==> src/hdl/ltcd_pkg.sv <==
// package for the line terminal command decoder
// assumes one core clock; all consumers import ltcd_pkg::*
package ltcd_pkg;

  // command data fields, bit 0 of the byte is the msb
  localparam logic [7:0] CMD_SEND_DATA     = 8'h01;
  localparam logic [7:0] CMD_AUTOCALL      = 8'h05;
  localparam logic [7:0] CMD_TURN_ON       = 8'h02;
  localparam logic [7:0] CMD_RESYNC        = 8'h06;
  localparam logic [7:0] CMD_CLK_RELEASE   = 8'h0A;
  localparam logic [7:0] CMD_TURN_OFF      = 8'h03;
  localparam logic [7:0] CMD_LOOPBACK      = 8'h0B;
  localparam logic [7:0] CMD_END_TEST      = 8'h0F;
  localparam logic [7:0] CMD_HANGUP        = 8'h13;
  localparam logic [7:0] CMD_MODEM_TEST    = 8'h07;

  // default sync and message-begin characters
  localparam logic [7:0] SYNC_CHAR_RST     = 8'h16;
  localparam logic [7:0] MSG_BEGIN_RST     = 8'h01;
  localparam logic [3:0] CHAR_WIDTH_RST    = 4'h8;

  // one nine-bit channel unit: parity then data bits 0..7
  typedef struct packed {
    logic       parity;
    logic [7:0] data;
  } ltcd_unit_type;

  // command to decode with its target logic
  typedef struct packed {
    ltcd_unit_type unit;
    logic          to_input;   // odd address: input logic
    logic          sel_phase;  // presented in initial selection
  } ltcd_cmd_type;

  // decoded one-cycle actions
  typedef struct packed {
    logic start_output;
    logic start_input;
    logic resync;
    logic early_stop;
    logic accept;
    logic reject;
    logic parity_check;
  } ltcd_evt_type;

  // level state toward the terminal and interface
  typedef struct packed {
    logic out_active;
    logic in_active;
    logic hunting;
    logic rx_clk_release;
    logic loopback;
    logic modem_test;
    logic dtr;
  } ltcd_state_type;

endpackage

==> src/hdl/ltcd_decoder.sv <==
// line terminal command decoder: channel command bytes to terminal actions,
// plus serial sync hunt and width conversion for the input path
// assumes cmd_valid_i and the serial inputs arrive from pins or the far side
//
// Functional notes
// - channel unit is parity plus eight bits
// - convert narrower characters to channel units
// - never busy, every command examined
// - code 01 starts output sequence
// - code 05 needs dialing adapter
// - code 02 starts input, forwards characters
// - code 06 drops alignment, hunts syncs
// - hold input until first char other than sync or message begin
// - code 0A releases modem receive clock
// - code 03 ends sequence early
// - code 0B loops input to output
// - code 0F leaves test modes
// - code 13 drops terminal ready
// - code 07 puts modem in test
// - unacceptable command rejected and recorded
// - command parity error flagged
`timescale 1ns/1ps
`default_nettype none

module ltcd_decoder (
  input  wire logic                    core_clk_i,
  input  wire logic                    rst_n_i,
  input  wire ltcd_pkg::ltcd_cmd_type  cmd_i,
  input  wire logic                    cmd_valid_i,
  input  wire logic                    has_autocall_output_cmd_adapter_i,
  input  wire logic [3:0]              char_width_i,
  input  wire logic                    rx_serial_i,
  input  wire logic                    rx_bit_strobe_i,
  input  wire logic                    sense_clear_i,
  output logic                         cmd_ready_o,
  output ltcd_pkg::ltcd_evt_type       evt_o,
  output ltcd_pkg::ltcd_state_type     state_o,
  output ltcd_pkg::ltcd_unit_type      in_char_o,
  output logic                         in_char_valid_o,
  output logic                         cmd_reject_o,
  output logic                         bus_parity_chk_o
);
  import ltcd_pkg::*;

  //////////////////////////////////////////////////////////////////////////////
  // input synchronisers: valid, serial, strobe and sense clear pins pass two flops before any logic

  logic [3:0] sync1_reg;
  logic [3:0] sync2_reg;
  always_ff @(posedge core_clk_i or negedge rst_n_i) begin
    if (!rst_n_i) begin
      sync1_reg <= 4'h0;
      sync2_reg <= 4'h0;
    end else begin
      sync1_reg <= {cmd_valid_i, rx_serial_i, rx_bit_strobe_i, sense_clear_i};
      sync2_reg <= sync1_reg;
    end
  end

  wire cmd_lvl   = sync2_reg[3];
  wire rx_bit    = sync2_reg[2];
  wire rx_stb    = sync2_reg[1];
  wire sense_clr = sync2_reg[0];

  // command data registered every cycle, decoded when the synced valid rises; cmd_i needs no
  // sync of its own because the host holds it while valid is high
  ltcd_cmd_type cmd_reg;
  logic         cmd_lvl_d_reg;
  always_ff @(posedge core_clk_i or negedge rst_n_i) begin
    if (!rst_n_i) begin
      cmd_reg       <= '0;
      cmd_lvl_d_reg <= 1'b0;
    end else begin
      cmd_reg       <= cmd_i;
      cmd_lvl_d_reg <= cmd_lvl;
    end
  end
  wire cmd_take = cmd_lvl & ~cmd_lvl_d_reg;

  //////////////////////////////////////////////////////////////////////////////
  // command decode

  // nine-bit unit, data bit 0 is the msb
  wire       par_ok  = ^{cmd_reg.unit.parity, cmd_reg.unit.data};
  wire [7:0] code    = cmd_reg.unit.data;
  wire       to_in   = cmd_reg.to_input;
  wire       sel     = cmd_reg.sel_phase;
  // output start, autocall only with adapter
  wire d_send  = ~to_in & sel & (code == CMD_SEND_DATA);
  wire d_auto  = ~to_in & sel & (code == CMD_AUTOCALL) & has_autocall_output_cmd_adapter_i;
  wire d_on    = to_in & sel & (code == CMD_TURN_ON);
  wire d_sync  = to_in & (code == CMD_RESYNC);
  wire d_nclk  = code == CMD_CLK_RELEASE;
  wire d_off   = code == CMD_TURN_OFF;
  wire d_loop  = to_in & (code == CMD_LOOPBACK);
  wire d_end   = to_in & (code == CMD_END_TEST);
  wire d_hang  = to_in & (code == CMD_HANGUP);
  wire d_mtest = to_in & (code == CMD_MODEM_TEST);
  wire d_any   = d_send | d_auto | d_on | d_sync | d_nclk | d_off
               | d_loop | d_end | d_hang | d_mtest;
  wire go      = cmd_take & par_ok;
  wire rej     = go & ~d_any;
  wire pchk    = cmd_take & ~par_ok;

  //////////////////////////////////////////////////////////////////////////////
  // sync hunt and character assembly on the input path

  typedef enum logic [1:0] {H_IDLE, H_SYNC1, H_SYNC2, H_HOLD} ltcd_hunt_type;
  ltcd_hunt_type hunt_reg, hunt_next;
  logic [7:0]    shift_reg;
  logic [3:0]    bitcnt_reg;
  wire  [7:0]    shift_next = {shift_reg[6:0], rx_bit};
  wire           sync_seen  = shift_next == SYNC_CHAR_RST;
  wire           hunting    = hunt_reg != H_IDLE;
  wire           char_done  = rx_stb & ~hunting & (bitcnt_reg + 4'h1 >= char_width_i);

  // hunt two syncs, skip optional message begin, hold until non-sync
  // a new resync drops whatever alignment or hunt was under way
  always_comb begin
    hunt_next = hunt_reg;
    if (go & d_sync) begin
      hunt_next = H_SYNC1;
    end else begin
      case (hunt_reg)
        H_IDLE:  hunt_next = H_IDLE;
        H_SYNC1: if (rx_stb & sync_seen) hunt_next = H_SYNC2;
        // second sync must follow the first directly, else search again
        H_SYNC2: if (rx_stb & (bitcnt_reg == 4'h7)) hunt_next = sync_seen ? H_HOLD : H_SYNC1;
        H_HOLD:  if (rx_stb & (bitcnt_reg == 4'h7)) begin
          if (!sync_seen && shift_next != MSG_BEGIN_RST) hunt_next = H_IDLE;
        end
        default: hunt_next = H_IDLE;
      endcase
    end
  end

  // bit counter restarts at each sync found, so the second sync is framed
  wire [3:0] bitcnt_next =
      (hunt_reg == H_SYNC1 && rx_stb && sync_seen) ? 4'h0 :
      (hunt_reg == H_SYNC2 && rx_stb && bitcnt_reg == 4'h7) ? 4'h0 :
      (hunt_reg == H_HOLD && rx_stb && bitcnt_reg == 4'h7) ? 4'h0 :
      char_done ? 4'h0 :
      rx_stb ? bitcnt_reg + 4'h1 : bitcnt_reg;

  always_ff @(posedge core_clk_i or negedge rst_n_i) begin
    if (!rst_n_i) begin
      hunt_reg   <= H_IDLE;
      shift_reg  <= 8'h00;
      bitcnt_reg <= 4'h0;
    end else begin
      hunt_reg   <= hunt_next;
      shift_reg  <= rx_stb ? shift_next : shift_reg;
      bitcnt_reg <= bitcnt_next;
    end
  end

  // narrow character expanded to a channel unit, unused bits zero
  logic [7:0] mask;
  for (genvar gi = 0; gi < 8; gi++) begin : g_mask
    assign mask[gi] = char_width_i > 4'(gi);
  end
  wire [7:0] char_data = shift_next & mask;
  // the post-hunt first char other than sync or message begin is forwarded too
  wire       hold_pass = (hunt_reg == H_HOLD) & (hunt_next == H_IDLE);

  //////////////////////////////////////////////////////////////////////////////
  // terminal state and outputs

  ltcd_state_type st_reg, st_next;
  always_comb begin
    st_next = st_reg;
    st_next.hunting = hunt_next != H_IDLE;
    if (go) begin
      if (d_send | d_auto) st_next.out_active = 1'b1;
      if (d_on) st_next.in_active = 1'b1;
      if (d_off & to_in) st_next.in_active = 1'b0;
      if (d_off & ~to_in) st_next.out_active = 1'b0;
      if (d_nclk) st_next.rx_clk_release = 1'b1;
      if (d_loop) st_next.loopback = 1'b1;
      if (d_mtest) st_next.modem_test = 1'b1;
      if (d_end) begin
        st_next.loopback   = 1'b0;
        st_next.modem_test = 1'b0;
      end
      if (d_hang) st_next.dtr = 1'b0;
      // a new input start raises terminal ready again
      if (d_on) st_next.dtr = 1'b1;
    end
  end

  wire fwd = st_reg.in_active & (char_done | hold_pass);

  always_ff @(posedge core_clk_i or negedge rst_n_i) begin
    if (!rst_n_i) begin
      st_reg           <= '{default: 1'b0, dtr: 1'b1};
      evt_o            <= '0;
      in_char_o        <= '0;
      in_char_valid_o  <= 1'b0;
      cmd_ready_o      <= 1'b0;
      cmd_reject_o     <= 1'b0;
      bus_parity_chk_o <= 1'b0;
    end else begin
      st_reg           <= st_next;
      cmd_ready_o      <= 1'b1;
      evt_o            <= '{start_output: go & (d_send | d_auto),
                            start_input:  go & d_on,
                            resync:       go & d_sync,
                            early_stop:   go & d_off,
                            accept:       go & d_any,
                            reject:       rej,
                            parity_check: pchk};
      // forward assembled character with odd parity
      in_char_valid_o  <= fwd;
      in_char_o        <= '{parity: ~^char_data, data: char_data};
      cmd_reject_o     <= rej | (cmd_reject_o & ~sense_clr);
      bus_parity_chk_o <= pchk | (bus_parity_chk_o & ~sense_clr);
    end
  end

  assign state_o = st_reg;
endmodule

`default_nettype wire

==> config.mk <==
export PLATFORM = sky130hd
export DESIGN_NAME = ltcd_decoder
export DESIGN_NICKNAME = d
export VERILOG_FILES = /design/src/hdl/ltcd_pkg.sv /design/src/hdl/ltcd_decoder.sv
export SDC_FILE = /design/constraint.sdc
export NUM_CORES = 1
export LEC_CHECK = 0
export BUFFER_PORTS_ARGS = -buffer_cell sky130_fd_sc_hd__buf_2
export CAP_MARGIN = 5
export CORE_MARGIN = 2
export CORE_UTILIZATION = 45
export CTS_CLUSTER_DIAMETER = 100
export DETAILED_ROUTE_END_ITERATION = 8
export PLACE_DENSITY_LB_ADDON = 0.15
export SLEW_MARGIN = 40
export SYNTH_ARGS = -nofsm -noshare
export SYNTH_HDL_FRONTEND = slang
export SYNTH_SLANG_ARGS = --single-unit
==> constraint.sdc <==
create_clock -name core_clk_i -period 3 [get_ports core_clk_i]
set_clock_uncertainty 0.2 [all_clocks]
set_input_delay 0.6 -clock core_clk_i [delete_from_list [all_inputs] [get_ports core_clk_i]]
set_output_delay 0.6 -clock core_clk_i [all_outputs]
set_load 0.05 [all_outputs]
==> summary.txt <==
STA
  • Final Hold Fails: 0
  • Minimum clock period: 2.45 ns
  • F_max: 408 MHz
  • Setup TNS: 0 ns
  • Period utilization: 81.7%
  • Setup violators final: 0
  • Slew Limit Fails: 0
  • Hold WS: 0.00128 ns
  • RSZ-0062 raised after global routing: false

Global routing
  • Vias in the first global route: 1655
  • Grt ovf: 0
  • Largest net degree at the start of global routing: 37
  • Total Routing Usage GR: 16.7%
  • Initial antenna violation count: 0
  • First-pass GRT wire length: 7980 um

CTS
  • Sinks on Clock Net: 60
  • Clk root buf: clkbuf_8
  • CTS tree: built
  • CTS hold repair buffers: 0
  • Post-CTS Setup Inserts: 0
  • Worst-path clk slew: 0.07 ns
  • Maximum clock path buffer count: 2
  • H-tree Lvls: 3
  • TritonCTS buffer count: 9
  • Post-cts resize count: 0
  • Worst-skew pair later-pin latency: 0.33 ns

Power and ir drop
  • P per Cell Area: 737 nW/um2
  • LEAKAGE: 1.59 nW
  • VDD IR max: 0.000364 V
  • Total power draw: 2.34 mW

Setup path
  • Worst path slowest cell: xnor3_2
  • Setup Crit Path Kind: reg -> reg
  • Data required time of the worst path: 3.02 ns
  • Maximum fanout along the worst path: 6
  • Delay-heaviest family, CP: XOR/XNOR gates
  • Crit path buf inv count: 1
  • CP endpoint kind: flip-flop
  • Critical Path, Cell by Cell: inv_1, ha_1, xnor3_2, xnor2_2, or2_0, nor2_1, a31o_2
  • CP Data Arrival Time: 2.47 ns
  • Critical path's largest stage delay: 0.42 ns
  • Critical Path Start Type: flip-flop

Final layout
  • Area of the multi-input gates: 1020 um2
  • Final Cell Area: 3170 um2
  • Fill cell count: 486
  • Final core occ: 56.9%
  • Antenna cell count: 0
  • Largest register FFs: 9
  • Synthesis-to-finish area growth: 20.8%
  • Register area: 1500 um2
  • Largest Register: in_char_o
  • Layout cells sized above 1: 29.0%
  • Nets: 311

Logic synthesis
  • Ys async rst share: 100%
  • Most area-consuming cells after synthesis: dfrtp_1 56%, ha_1 7.1%, mux2_2 3.0%, inv_1 2.7%, xnor2_1 2.7%
  • FF+latch count, synth: 60
  • Sequential area share after synthesis: 57.2%
  • Synth warn: 0
  • Syn_area_per_cell: 11.9 um2
  • Commonest cells in the synthesized netlist: 59 x dfrtp_1, 19 x inv_1, 15 x ha_1
  • Top_reg_cell synth: dfrtp_1
  • Post-Synthesis Cells: 220
  • Post-synth top area share: 56.2%
  • Syn nets: 257
  • Count of flip-flops with a built-in enable after synthesis: 0
  • Synth area leader: dfrtp_1
  • Post-Syn Area: 2630 um2
  • Netlist cell types: 47
  • Count leader, synth: dfrtp_1

Route
  • Final wirelength: 4750 um
  • Drt pass-1 iters: 4
  • Iter 0 DRT Violations: 84
  • WL met2: 2240 um
  • Via Count: 1770
  • Top Metal Used: met4
  • Metal3 WL: 251 um
  • DRC: 0
  • ANT nets after route: 0
  • Wl on met1: 2210 um
  • Vias/cell: 5.04
  • Drt wl/cell: 13.5 um

Placed design
  • GPL Wtd Cong: 0.870
  • IO buf count: 48
  • Dpl cell area: 2950 um2
  • DPL Wire Length: 3480 um

Floorplanning
  • Row cnt: 27
  • Core area: 5570 um2
  • DIE WIDTH: 80.4 um
  • DIE HEIGHT: 80.4 um
  • Initial Util: 47.1%
  • Die ar.: 6460 um2
  • Io pins: 49

Run
  • MaxCap Viol Count: 0

Outcome
  • Outcome: finished, final reports clean

Worst hold path
  • Worst hold path type: in -> async
-- metal layers --
layer	vias up	track usage, %
li1	871	-
met1	844	22.0
met2	49	24.8
met3	6	6.97
met4	0	6.10
met5	-	0
-- where the power goes --
part	total, mW	switching, mW	internal [mW]
clock	0.800	0.329	0.471
sequential	0.992	0.0816	0.910
combinational	0.544	0.333	0.212
total	2.34	0.743	1.59
-- cells by family (layout without fill, tap and decap cells) --
| kind of cell | after synthesis | count (layout) | share of synthesized area, % |
|---|---|---|---|
| compound gates | 41 | 41 | 10.3 |
| xor+xnor | 12 | 12 | 4.86 |
| fa+ha+maj | 15 | 15 | 7.15 |
| buf+inv | 27 | 86 | 3.96 |
| flops | 60 | 60 | 57.2 |
| mux | 7 | 7 | 3.00 |
| other cells | 1 | 1 | 0.143 |
| simple gates | 57 | 57 | 13.3 |
-- through the flow --
stage / std cells / setup slack [ns]
after floorplan: 220 / 0.813
after global placement: 335 / 0.656
after detailed placement: 335 / 0.559
after CTS: 351 / 0.553
after global routing: 351 / 0.400
final: 351 / 0.549
-- worst paths after layout --
| check | from | endpoint | slack [ns] | cells after the start |
|---|---|---|---|---|
| setup / recovery | code[2] | state_o[3] | 0.55 | 7 |
| hold / removal | rst_n_i | evt_o[4] | 0.001 | 1 |
| setup reg to reg | code[2] | state_o[3] | 0.55 | 7 |
| hold reg to reg | sync1_reg[1] | sync2_reg[1] | 0.15 | 0 |
| max in group asynchronous | rst_n_i | in_char_o[7] | 2.04 | 2 |
| min in group core_clk_i | sync1_reg[1] | sync2_reg[1] | 0.15 | 0 |
-- cells in the final DEF, fill, tap and decap left out, types with 2 or more instances in the layout --
master / count
and2_1: 4
ha_1: 15
nand2b_1: 2
o22ai_1: 4
nand4b_1: 3
clkinv_4: 2
inv_1: 19
bufinv_16: 2
nand2_1: 7
xnor2_1: 8
dfrtp_1: 59
a31oi_1: 2
nor2b_1: 6
nor3_1: 5
a21boi_0: 4
mux2_2: 7
nand3b_1: 2
nand4_1: 8
clkbuf_8: 9
nor2_1: 7
nand3_1: 4
buf_4: 4
xor2_1: 2
o211ai_1: 3
buf_2: 47
o21ai_0: 10
a21oi_1: 9
-- worst reg2reg max path, stage by stage, from the launching register on --
cell,delay (ns)
dfrtp_1,0.38
inv_1,0.07
ha_1,0.28
xnor3_2,0.42
xnor2_2,0.27
or2_0,0.39
nor2_1,0.08
a31o_2,0.25
-- layout make-up --
type / instances / area share [%]
clock buffers: 9 / 3.91
clock inverters: 7 / 3.12
inverters: 19 / 2.25
multi-input cells: 133 / 32.1
flip-flops and latches: 60 / 47.4
well taps: 72 / 2.84
repair buffers: 51 / 8.37
Power figures use the tool's default switching activity.
